==> src/cs_area_wait_pkg.sv <==
package cs_area_wait_pkg;

	// ==========================================================
	// register map
	localparam logic [7:0] WAIT_CTRL_OFFSET = 8'h00;
	localparam logic [31:0] WAIT_CTRL_RESET = 32'h0000_0500;
	localparam logic [31:0] WAIT_CTRL_WMASK = 32'h0017_1FC3;

	// ==========================================================
	// field positions
	localparam int BYTE_SEL_POS = 20;
	localparam int WRITE_WAIT_POS = 16;
	localparam int SETUP_POS = 11;
	localparam int READ_WAIT_POS = 7;
	localparam int WAIT_MASK_POS = 6;
	localparam int HOLD_POS = 0;

	// ==========================================================
	// field and counter widths
	localparam int WRITE_WAIT_W = 3;
	localparam int READ_WAIT_W = 4;
	localparam int DELAY_W = 2;
	localparam int WAIT_CNT_W = 5;
	localparam int PHASE_CNT_W = 6;

	// ==========================================================
	// timing: one half bus cycle lasts this many clk periods
	localparam int HALF_CYCLE_CLKS = 1;

	// access sequencer states
	typedef enum logic [2:0] {
		ST_IDLE,
		ST_SETUP,
		ST_STROBE,
		ST_HOLD
	} access_state_e;

endpackage

==> src/wait_cycle_decoder.sv <==
module wait_cycle_decoder (
	input wire logic [cs_area_wait_pkg::READ_WAIT_W-1:0] readWait,
	input wire logic [cs_area_wait_pkg::WRITE_WAIT_W-1:0] writeWait,
	input wire logic isWrite,
	output logic [cs_area_wait_pkg::WAIT_CNT_W-1:0] waitCycles
);
	import cs_area_wait_pkg::*;

	// ==========================================================
	// read-wait code to cycle count
	function automatic logic [WAIT_CNT_W-1:0] readCycles(
		input logic [READ_WAIT_W-1:0] code);
		case (code)
			4'h0, 4'h1, 4'h2, 4'h3, 4'h4, 4'h5, 4'h6: begin
				readCycles = {1'b0, code};
			end
			4'h7: readCycles = 5'h08;
			4'h8: readCycles = 5'h0A;
			4'h9: readCycles = 5'h0C;
			4'hA: readCycles = 5'h0E;
			4'hB: readCycles = 5'h12;
			4'hC: readCycles = 5'h18;
			// prohibited codes fall back to the longest setting
			default: readCycles = 5'h18;
		endcase
	endfunction

	// pick the read or write count for this access
	always_comb begin
		if (!isWrite || writeWait == 3'h0) begin
			waitCycles = readCycles(readWait);
		end else begin
			waitCycles = {2'b00, writeWait} - 5'h01;
		end
	end

endmodule

==> src/cs_area_wait_timing_control.sv <==
// Decided for this implementation: the strobed register port and the register offsets.
module cs_area_wait_timing_control (
	input wire logic clk,
	input wire logic arst_n,
	input wire logic [7:0] regAddr,
	input wire logic [31:0] regWrData,
	input wire logic regWrite,
	input wire logic regRead,
	output logic [31:0] regRdData,
	input wire logic accReq,
	input wire logic accWrite,
	input wire logic accByteSram,
	input wire logic extWaitN,
	output logic accBusy,
	output logic accDone,
	output logic chipSelectN,
	output logic readStrobeN,
	output logic writeStrobeN,
	output logic rdWrN
);
	import cs_area_wait_pkg::*;

	// ==========================================================
	// register file
	logic [31:0] ctrl_reg, ctrl_next;
	logic [31:0] rdData_reg, rdData_next;

	// keep only writable bits, decode reads
	always_comb begin
		ctrl_next = ctrl_reg;
		rdData_next = 32'h0000_0000;
		if (regWrite && regAddr == WAIT_CTRL_OFFSET) begin
			ctrl_next = regWrData & WAIT_CTRL_WMASK;
		end
		if (regRead && regAddr == WAIT_CTRL_OFFSET) begin
			rdData_next = ctrl_reg & WAIT_CTRL_WMASK;
		end
	end

	// register state
	always_ff @(posedge clk or negedge arst_n) begin
		if (!arst_n) begin
			ctrl_reg <= WAIT_CTRL_RESET;
			rdData_reg <= 32'h0000_0000;
		end else begin
			ctrl_reg <= ctrl_next;
			rdData_reg <= rdData_next;
		end
	end

	assign regRdData = rdData_reg;

	// ==========================================================
	// access sequencer
	access_state_e state_reg, state_next;
	logic [PHASE_CNT_W-1:0] cnt_reg, cnt_next;
	logic write_reg, write_next;
	logic byteSram_reg, byteSram_next;
	logic byteSel_reg, byteSel_next;
	logic mask_reg, mask_next;
	logic [DELAY_W-1:0] setup_reg, setup_next;
	logic [DELAY_W-1:0] hold_reg, hold_next;
	logic [READ_WAIT_W-1:0] rwait_reg, rwait_next;
	logic [WRITE_WAIT_W-1:0] wwait_reg, wwait_next;
	logic [WAIT_CNT_W-1:0] waitCycles;
	logic done_next;

	// wait count for the latched access
	wait_cycle_decoder u_decoder (
		.readWait(rwait_reg),
		.writeWait(wwait_reg),
		.isWrite(write_reg),
		.waitCycles(waitCycles)
	);

	// half-cycle phase lengths minus one, in clk periods
	function automatic logic [PHASE_CNT_W-1:0] delayLoad(
		input logic [DELAY_W-1:0] code);
		delayLoad = PHASE_CNT_W'({code, 1'b0} * HALF_CYCLE_CLKS);
	endfunction

	// next state of the sequencer and latched settings
	always_comb begin
		state_next = state_reg;
		cnt_next = cnt_reg;
		write_next = write_reg;
		byteSram_next = byteSram_reg;
		byteSel_next = byteSel_reg;
		mask_next = mask_reg;
		setup_next = setup_reg;
		hold_next = hold_reg;
		rwait_next = rwait_reg;
		wwait_next = wwait_reg;
		done_next = 1'b0;
		case (state_reg)
			ST_IDLE: begin
				if (accReq) begin
					write_next = accWrite;
					byteSram_next = accByteSram;
					byteSel_next = ctrl_reg[BYTE_SEL_POS];
					mask_next = ctrl_reg[WAIT_MASK_POS];
					setup_next = ctrl_reg[SETUP_POS +: DELAY_W];
					hold_next = ctrl_reg[HOLD_POS +: DELAY_W];
					rwait_next = ctrl_reg[READ_WAIT_POS +: READ_WAIT_W];
					wwait_next = ctrl_reg[WRITE_WAIT_POS +: WRITE_WAIT_W];
					// set-up lasts 2*code+1 half cycles
					cnt_next = delayLoad(ctrl_reg[SETUP_POS +: DELAY_W]);
					state_next = ST_SETUP;
				end
			end
			ST_SETUP: begin
				if (cnt_reg == '0) begin
					// strobe lasts one bus cycle plus the wait cycles
					cnt_next = {waitCycles, 1'b0} + 6'h01;
					state_next = ST_STROBE;
				end else begin
					cnt_next = cnt_reg - 6'h01;
				end
			end
			ST_STROBE: begin
				if (cnt_reg != '0) begin
					cnt_next = cnt_reg - 6'h01;
				end else if (!mask_reg && !extWaitN) begin
					cnt_next = cnt_reg;
				end else begin
					cnt_next = delayLoad(hold_reg);
					state_next = ST_HOLD;
				end
			end
			ST_HOLD: begin
				if (cnt_reg == '0) begin
					done_next = 1'b1;
					state_next = ST_IDLE;
				end else begin
					cnt_next = cnt_reg - 6'h01;
				end
			end
			default: begin
				state_next = ST_IDLE;
				cnt_next = '0;
			end
		endcase
	end

	// ==========================================================
	// pin values, derived from the next state so pins stay flopped
	logic csN_next, rdN_next, weN_next, rwN_next;
	logic inAccess, inStrobe;

	always_comb begin
		inAccess = state_next != ST_IDLE;
		inStrobe = state_next == ST_STROBE;
		csN_next = !inAccess;
		rdN_next = !(inStrobe && !write_next);
		rwN_next = 1'b1;
		weN_next = 1'b1;
		if (write_next) begin
			weN_next = !inStrobe;
			if (byteSram_next && byteSel_next) begin
				rwN_next = !inStrobe;
			end else begin
				rwN_next = !inAccess;
			end
		end else if (byteSram_next) begin
			if (byteSel_next) begin
				weN_next = !inAccess;
			end else begin
				weN_next = !inStrobe;
			end
		end
	end

	// sequencer and pin registers
	logic csN_reg, rdN_reg, weN_reg, rwN_reg, busy_reg, done_reg;

	always_ff @(posedge clk or negedge arst_n) begin
		if (!arst_n) begin
			state_reg <= ST_IDLE;
			cnt_reg <= '0;
			write_reg <= 1'b0;
			byteSram_reg <= 1'b0;
			byteSel_reg <= 1'b0;
			mask_reg <= 1'b0;
			setup_reg <= '0;
			hold_reg <= '0;
			rwait_reg <= '0;
			wwait_reg <= '0;
			csN_reg <= 1'b1;
			rdN_reg <= 1'b1;
			weN_reg <= 1'b1;
			rwN_reg <= 1'b1;
			busy_reg <= 1'b0;
			done_reg <= 1'b0;
		end else begin
			state_reg <= state_next;
			cnt_reg <= cnt_next;
			write_reg <= write_next;
			byteSram_reg <= byteSram_next;
			byteSel_reg <= byteSel_next;
			mask_reg <= mask_next;
			setup_reg <= setup_next;
			hold_reg <= hold_next;
			rwait_reg <= rwait_next;
			wwait_reg <= wwait_next;
			csN_reg <= csN_next;
			rdN_reg <= rdN_next;
			weN_reg <= weN_next;
			rwN_reg <= rwN_next;
			busy_reg <= inAccess;
			done_reg <= done_next;
		end
	end

	assign chipSelectN = csN_reg;
	assign readStrobeN = rdN_reg;
	assign writeStrobeN = weN_reg;
	assign rdWrN = rwN_reg;
	assign accBusy = busy_reg;
	assign accDone = done_reg;

	// ==========================================================
	// checking helpers: phase lengths in clk periods
	logic [7:0] setupLen, strobeLen, holdLen;

	// count cycles spent in each phase
	always_ff @(posedge clk or negedge arst_n) begin
		if (!arst_n) begin
			setupLen <= 8'h00;
			strobeLen <= 8'h00;
			holdLen <= 8'h00;
		end else begin
			setupLen <= (state_reg == ST_SETUP) ? setupLen + 8'h01 : 8'h00;
			strobeLen <= (state_reg == ST_STROBE) ? strobeLen + 8'h01 : 8'h00;
			holdLen <= (state_reg == ST_HOLD) ? holdLen + 8'h01 : 8'h00;
		end
	end

	// wait cycles each read-wait code from 0 to C stands for, kept apart from the decoder
	function automatic logic [7:0] ruleWaits(input logic [3:0] code);
		case (code)
			4'h7: ruleWaits = 8'h08;
			4'h8: ruleWaits = 8'h0A;
			4'h9: ruleWaits = 8'h0C;
			4'hA: ruleWaits = 8'h0E;
			4'hB: ruleWaits = 8'h12;
			4'hC: ruleWaits = 8'h18;
			default: ruleWaits = {4'h0, code};
		endcase
	endfunction

	// ==========================================================
	// assertions
	a_reserved_zero: assert property (
		@(posedge clk) disable iff (!arst_n)
		(rdData_reg & ~WAIT_CTRL_WMASK) == 32'h0000_0000)
	else $error("reserved bits read non-zero");

	a_setup_delay: assert property (
		@(posedge clk) disable iff (!arst_n)
		(state_reg == ST_STROBE && $past(state_reg) == ST_SETUP) |->
		setupLen == {5'h00, setup_reg, 1'b1})
	else $error("strobe set-up delay wrong");

	a_hold_delay: assert property (
		@(posedge clk) disable iff (!arst_n)
		$rose(chipSelectN) |-> holdLen == {5'h00, hold_reg, 1'b1})
	else $error("chip-select hold delay wrong");

	a_read_wait: assert property (
		@(posedge clk) disable iff (!arst_n)
		(state_reg == ST_HOLD && $past(state_reg) == ST_STROBE &&
		!write_reg && mask_reg) |->
		strobeLen == 8'(2 * ruleWaits(rwait_reg) + 2))
	else $error("read wait count wrong");

	a_write_wait: assert property (
		@(posedge clk) disable iff (!arst_n)
		(state_reg == ST_HOLD && $past(state_reg) == ST_STROBE &&
		write_reg && mask_reg && wwait_reg != 3'h0) |->
		strobeLen == {4'h0, wwait_reg, 1'b0})
	else $error("write wait count wrong");

	a_write_same: assert property (
		@(posedge clk) disable iff (!arst_n)
		(state_reg == ST_HOLD && $past(state_reg) == ST_STROBE &&
		write_reg && mask_reg && wwait_reg == 3'h0) |->
		strobeLen == 8'(2 * ruleWaits(rwait_reg) + 2))
	else $error("write wait does not follow read wait");

	a_wait_stretch: assert property (
		@(posedge clk) disable iff (!arst_n)
		(state_reg == ST_STROBE && cnt_reg == '0 && !mask_reg &&
		!extWaitN) |=> state_reg == ST_STROBE && !chipSelectN)
	else $error("external wait did not stretch strobe");

	a_wait_masked: assert property (
		@(posedge clk) disable iff (!arst_n)
		(state_reg == ST_STROBE && cnt_reg == '0 && mask_reg) |=>
		state_reg == ST_HOLD)
	else $error("masked wait still stretched access");

	a_bas0_write: assert property (
		@(posedge clk) disable iff (!arst_n)
		(state_reg != ST_IDLE && write_reg && byteSram_reg &&
		!byteSel_reg) |-> !rdWrN && (writeStrobeN == (state_reg != ST_STROBE)))
	else $error("byte write direction or strobe wrong");

	a_bas1_read: assert property (
		@(posedge clk) disable iff (!arst_n)
		(state_reg != ST_IDLE && !write_reg && byteSram_reg &&
		byteSel_reg) |-> !writeStrobeN && rdWrN)
	else $error("byte read strobe not held");

endmodule

==> config.mk <==
export PLATFORM = sky130hd
export DESIGN_NAME = cs_area_wait_timing_control
export DESIGN_NICKNAME = d
export VERILOG_FILES = /design/src/cs_area_wait_pkg.sv /design/src/wait_cycle_decoder.sv /design/src/cs_area_wait_timing_control.sv
export SDC_FILE = /design/constraint.sdc
export NUM_CORES = 1
export LEC_CHECK = 0
export BUFFER_PORTS_ARGS = -buffer_cell sky130_fd_sc_hd__buf_2
export CAP_MARGIN = 10
export CELL_PAD_IN_SITES_DETAIL_PLACEMENT = 1
export CELL_PAD_IN_SITES_GLOBAL_PLACEMENT = 2
export CORE_MARGIN = 2
export CORE_UTILIZATION = 24
export CTS_CLUSTER_SIZE = 28
export DETAILED_ROUTE_END_ITERATION = 10
export PLACE_DENSITY_LB_ADDON = 0.1
export SLEW_MARGIN = 40
export SYNTH_ARGS = -nofsm -noshare
export SYNTH_HDL_FRONTEND = slang
export SYNTH_SLANG_ARGS = --single-unit
==> constraint.sdc <==
create_clock -name clk -period 5.8 [get_ports clk]
set_input_delay 0.87 -clock clk [delete_from_list [all_inputs] [get_ports clk]]
set_output_delay 0.87 -clock clk [all_outputs]
set_load 0.02 [all_outputs]
==> flow_summary_export.csv, run 1 <==
group,metric,value,unit
logic_synthesis,synth_fa_ha_area_frac,0.0176,
logic_synthesis,synth_simple_gate_area_frac,0.152,
routing,drt_iter0_markers,85,
sta,period_needed,2400,ps
sta,clock_skew,14.3,ps
clocking,cts_buffers,5,
clocking,hold_buffers,0,
die,coreArea,10900,µm²
clocking,cts.sinks,54,
sta,slew_headroom,0.505,
critical_path,ff2ff_setup_slack,3400,ps
routing,wl_per_cell,15.1,µm
layout,area_growth,15.3,%
min_path,hold_class,"reg2reg",
placed_design,dp_hpwl,4630,µm
run_status,status,"finished, final reports clean",
pwr,clkPwrFrac,0.189,
routing,drt_first_pass_iters,4,
logic_synthesis,yosysMostFrequentCell,"dfrtp_1",
logic_synthesis,synth_mux_area_frac,0.112,
pwr,p_int,723,µW
clocking,cts_root_buffer,"clkbuf_8",
pwr,pwr-share-comb,0.392,
clocking,clk_latency,320,ps
sta,worst_pin_slew,741,ps
die,rows,38,
sta,rsz0062_at_grt,"no",
logic_synthesis,synth-compound-area-share,0.126,
routing,routed_wl,6500,µm
job,max_cap_viol_count,0,
critical_path,critPathKind,"reg2reg",
sta,final-hold-violation-count,0,
critical_path,path_max_fanout,13,
pwr,ir_worst_vdd,209,µV
die,die_h,110,µm
sta,fmax,416,MHz
sta,finalSetupViolations,0,
critical_path,cp_data_required_time,6020,ps
pwr,switching_power,534,µW
logic_synthesis,synth_common_cells,"dfrtp_1 (48), mux2_2 (21), buf_4 (19)",
layout,layout-drive-gt1-share,0.317,
sta,drv_slew,0,
grt,grt_first_pass_wirelength,10600,µm
critical_path,end_kind,"flip-flop",
die,die_area,12100,µm²
sta,setup_tns,0,ps
routing,viasPerCell,4.51,
layout,stdcell_count,430,
clocking,htree_levels,2,
grt,grt_overflow,0,
layout,fillers,1254,
logic_synthesis,synth.area.top_cells,"dfrtp_1 (45%), mux2_2 (8.8%), dfstp_2 (5.9%)",
logic_synthesis,ys_warn_count,0,
clocking,cts.clk_slew.worst_paths,120,ps
logic_synthesis,synth_top_family_by_area,"simple AND/OR/NAND/NOR gates",
pwr,power_leakage,1.49,nW
pwr,powerDensity,405,nW/µm²
grt,grt_antenna_before_repair,0,
logic_synthesis,avgSynthCellArea,11.1,µm²
logic_synthesis,synth_top_area_cell,"dfrtp_1",
grt,grt_pass1_vias,1990,
placed_design,io_buffer_count,47,
placed_design,gp_congestion,0.731,
grt,grtUsageTotal,0.115,
critical_path,crit_arrival,2620,ps
logic_synthesis,ys_seq_area_frac,0.504,
logic_synthesis,synth_edf_count,0,
logic_synthesis,synth_top_area_share,0.446,
layout,nNetsFinal,340,
pwr,switching_share,0.425,
die,dieWidth,110,µm
critical_path,worstSetupStartpointType,"flip-flop",
logic_synthesis,synth_area,2690,µm²
grt,grt_max_degree,55,
logic_synthesis,ys.flop_type,"dfrtp_1",
layout,diodes,0,
die,io_pins,86,
clocking,clock_path_buffers,2,
logic_synthesis,ys_seq_elements,54,
logic_synthesis,synth-xor-area-share,0.00650,
logic_synthesis,yosysUniqueCellTypes,57,
logic_synthesis,synthArstFlopShare,1.00,
routing,drc,0,
logic_synthesis,netlist_instances,242,
clocking,post_cts_buffers,0,
die,start_util,0.247,
placed_design,dp.cells,422,
clocking,cts_resized,0,
routing,ant_nets,0,
pwr,p_seq_frac,0.419,
clocking,cts_tree,"done",
routing,num_vias,1939,
sta,min_period_over_period,0.414,
[cells by family (layout without fill, tap and decap cells)]
| kind of cell | Yosys count | count (layout) |
|---|---|---|
| adders and majority gates | 4 | 4 |
| and+or+nand+nor | 71 | 71 |
| buffers and inverters | 37 | 66 |
| muxes | 27 | 27 |
| other | 1 | 20 |
| xor gates and xnor gates | 2 | 2 |
| AOI/OAI and AO/OA | 46 | 46 |
| DFF | 54 | 54 |
[cell usage in the layout (no fill, tap or decap), types with 5 or more instances in the layout]
cell | Yosys | final
dfstp_2 | 6 | 6
clkbuf_8 | 0 | 5
o21ai_0 | 7 | 7
inv_1 | 8 | 8
buf_2 | 4 | 47
dfrtp_1 | 48 | 48
nor2_1 | 12 | 12
nand3_1 | 6 | 6
mux2_2 | 21 | 21
and2_1 | 13 | 13
a21oi_1 | 5 | 5
nand2_1 | 12 | 12
o21ai_1 | 7 | 7
nand2b_1 | 5 | 5
conb_1 | 1 | 20
[per-layer routing]
layer  vias to the layer above  GRT usage  wire (µm)
met5                         -          0          0
met4                         0     0.0335         76
met3                         5     0.0225        241
met2                        46      0.193       3160
met1                       971      0.150       3020
li1                        917          -          -
[power by group through the flow]
| stage | clock network (mW) | registers [mW] | logic, mW |
|---|---|---|---|
| after floorplan | 0 | 0.503 | 0.401 |
| after global placement | 0 | 0.535 | 0.499 |
| after detailed placement | 0 | 0.534 | 0.500 |
| after CTS | 0.253 | 0.527 | 0.504 |
| after global routing | 0.268 | 0.543 | 0.553 |
| final | 0.237 | 0.527 | 0.493 |
[worst paths after layout]
kind | start | end | cells after the start
min reg2reg | byteSel_reg$_DFF_PN0_ | byteSel_reg$_DFF_PN0_ | 1
max reg2reg | cnt_reg[0]$_DFFE_PN0P_ | cnt_reg[1]$_DFFE_PN0P_ | 7
min | byteSel_reg$_DFF_PN0_ | byteSel_reg$_DFF_PN0_ | 1
max in group asynchronous | arst_n | ctrl_reg[20]$_DFFE_PN0P_ | 2
min in group asynchronous | arst_n | regRdData[17]$_DFF_PN0_ | 2
max | cnt_reg[0]$_DFFE_PN0P_ | cnt_reg[1]$_DFFE_PN0P_ | 7
[per-stage QoR]
stage	utilization	hold slack, ps	instance area, µm²	setup slack [ps]	power (mW)
finish	0.285	498	3110	3400	1.26
global route	0.285	536	3110	3150	1.36
CTS	0.285	507	3110	3350	1.28
detailed placement	0.276	481	3010	3210	1.03
global placement	0.276	475	3000	2840	1.03
floorplan	-	458	2770	3750	0.904
[final cells by class]
| class | count | area, µm² | share of cell area |
|---|---|---|---|
| clock buffer | 5 | 68.8 | 0.0222 |
| clock inverter | 3 | 28.8 | 0.00926 |
| inverter | 9 | 33.8 | 0.0109 |
| multi-input combinational | 170 | 1190 | 0.383 |
| sequential | 54 | 1360 | 0.437 |
| tap | 140 | 175 | 0.0564 |
| timing repair buffer | 49 | 250 | 0.0805 |
[worst max-delay path: stages, from the launching register on]
cell and delay (ps):
dfrtp_1 450, inv_1 70, ha_1 210, nor3b_2 470, nand2_2 330, maj3_1 430, a211oi_1 260, o21ai_1 80
(Power assumes the default switching activity.)
==> inputs of run 2 (changes only) <==
Clock period 5.8 ns to 2.4 ns, I/O delays scaled along.
==> run 2 against run 1 <==
Final cell count increased by 1.9%. Fmax increased by 19%. Clock power increased by 140%. Largest cell class unchanged.
==> flow_summary_export.csv, run 2 (synthesis results as in run 1) <==
group,metric,value,unit
die,coreArea,10900,µm²
critical_path,slowest_delay,440,ps
critical_path,path_buf_inv,1,
clocking,post_cts_buffers,0,
clocking,cts_resized,0,
sta,worst_slack,380,ps
routing,ant_nets,0,
die,dieWidth,110,µm
die,io_pins,86,
layout,final_common_cell,"dfrtp_1",
routing,drt_iter0_markers,58,
routing,wl_per_cell,14.9,µm
sta,setup_tns,0,ps
sta,final-hold-violation-count,0,
placed_design,post_dp_cell_area,3070,µm²
critical_path,end_kind,"flip-flop",
die,start_util,0.247,
grt,grt_overflow,0,
layout,nNetsFinal,348,
critical_path,path_max_fanout,9,
placed_design,io_buffer_count,47,
grt,grtUsageTotal,0.119,
placed_design,place_ws,348,ps
critical_path,crit_chain,"inv_1 -> ha_1 -> nor3b_2 -> nand2_2 -> maj3_1 -> a211oi_1 -> o21ai_1",
clocking,cts_buffers,5,
pwr,power.total,3.16,mW
clocking,cts_tree,"done",
pwr,p_int,1.85,mW
sta,period_needed,2020,ps
sta,finalSetupViolations,0,
critical_path,cp_data_required_time,2610,ps
routing,drt_first_pass_iters,3,
sta,fmax,495,MHz
layout,diodes,0,
pwr,switching_share,0.414,
clocking,cts_root_buffer,"clkbuf_8",
routing,viasPerCell,4.38,
critical_path,r2r-start,"cnt_reg[0]$_DFFE_PN0P_",
sta,worst_pin_slew,707,ps
sta,slew_headroom,0.528,
job,max_cap_viol_count,0,
grt,grt_pass1_vias,2046,
die,die_h,110,µm
layout,stdcell_area,3170,µm²
routing,num_vias,1920,
die,rows,38,
grt,grt_max_degree,55,
sta,holdWs,166,ps
routing,drc,0,
pwr,p_seq_frac,0.384,
pwr,power_leakage,1.53,nW
layout,area_growth,17.6,%
grt,grt_first_pass_wirelength,10900,µm
critical_path,r2r_cells,7,
pwr,switching_power,1.31,mW
layout,stdcell_count,438,
pwr,pwr-share-comb,0.437,
critical_path,worstReg2RegEnd,"cnt_reg[1]$_DFFE_PN0P_",
die,die_area,12100,µm²
layout,final_util,0.291,
clocking,clk_latency,320,ps
run_status,status,"finished, final reports clean",
sta,min_period_over_period,0.842,
layout,layout_common_cells,"dfrtp_1 (48), buf_2 (47), mux2_2 (21)",
clocking,cts.sinks,54,
layout,layout-drive-gt1-share,0.336,
critical_path,crit_arrival,2230,ps
critical_path,critPathTopFamily,"adder cells",
sta,clock_skew,7.20,ps
placed_design,gp_congestion,0.730,
clocking,hold_buffers,0,
pwr,powerDensity,997,nW/µm²
clocking,cts.clk_slew.worst_paths,110,ps
placed_design,dp_hpwl,4800,µm
clocking,clock_path_buffers,2,
sta,drv_slew,0,
placed_design,dp.cells,430,
pwr,ir_worst_vdd,341,µV
routing,routed_wl,6550,µm
critical_path,crit_slowest_cell,"dfrtp_1",
sta,rsz0062_at_grt,"no",
critical_path,worstSetupStartpointType,"flip-flop",
clocking,htree_levels,2,
pwr,clkPwrFrac,0.179,
min_path,hold_class,"in2async",
layout,fillers,1233,
critical_path,critical_path_cell_count,7,
grt,grt_antenna_before_repair,0,
critical_path,ff2ff_setup_slack,380,ps
critical_path,critPathKind,"reg2reg",
## run 2: power by group through the flow
stage                     Combinational, mW  Clock [mW]  Sequential [mW]
final                                  1.38       0.565             1.21
after global routing                   1.54       0.638             1.24
after CTS                              1.40       0.603             1.21
after detailed placement               1.40           0             1.23
after global placement                 1.40           0             1.23
after floorplan                       0.969           0             1.21
## run 2: worst max path at each step
stage | from | endpoint | slack, ps
finish | cnt_reg[0]$_DFFE_PN0P_ | cnt_reg[1]$_DFFE_PN0P_ | 380
floorplan | cnt_reg[0]$_DFFE_PN0P_ | cnt_reg[4]$_DFFE_PN0P_ | 540
CTS | cnt_reg[0]$_DFFE_PN0P_ | cnt_reg[1]$_DFFE_PN0P_ | 330
detailed placement | cnt_reg[0]$_DFFE_PN0P_ | cnt_reg[1]$_DFFE_PN0P_ | 350
global placement | cnt_reg[0]$_DFFE_PN0P_ | cnt_reg[1]$_DFFE_PN0P_ | 360
global route | cnt_reg[0]$_DFFE_PN0P_ | cnt_reg[1]$_DFFE_PN0P_ | 210
## run 2: cell type report
type,count,area [µm²],share of cell area
clock inverter,3,28.8,0.00909
multi-input combinational,170,1190,0.376
sequential,54,1360,0.429
clock buffer,5,68.8,0.0217
tap,140,175,0.0553
inverter,9,33.8,0.0107
timing repair buffer,57,310,0.0980
## run 2: worst reg2reg max path: cells and delay by family (launching register included)
family / cells / cell delay (ps)
fa+ha+maj: 2 / 590
compound gates: 2 / 330
buf+inv: 1 / 70
flops: 1 / 440
simple gates: 2 / 490
## run 2: per-layer routing
metal / GRT usage / routed length [µm] / vias to the layer above
met5: 0 / 0 / -
li1: - / - / 931
met4: 0.0380 / 89 / 0
met3: 0.0178 / 209 / 6
met1: 0.161 / 3090 / 938
met2: 0.195 / 3160 / 45
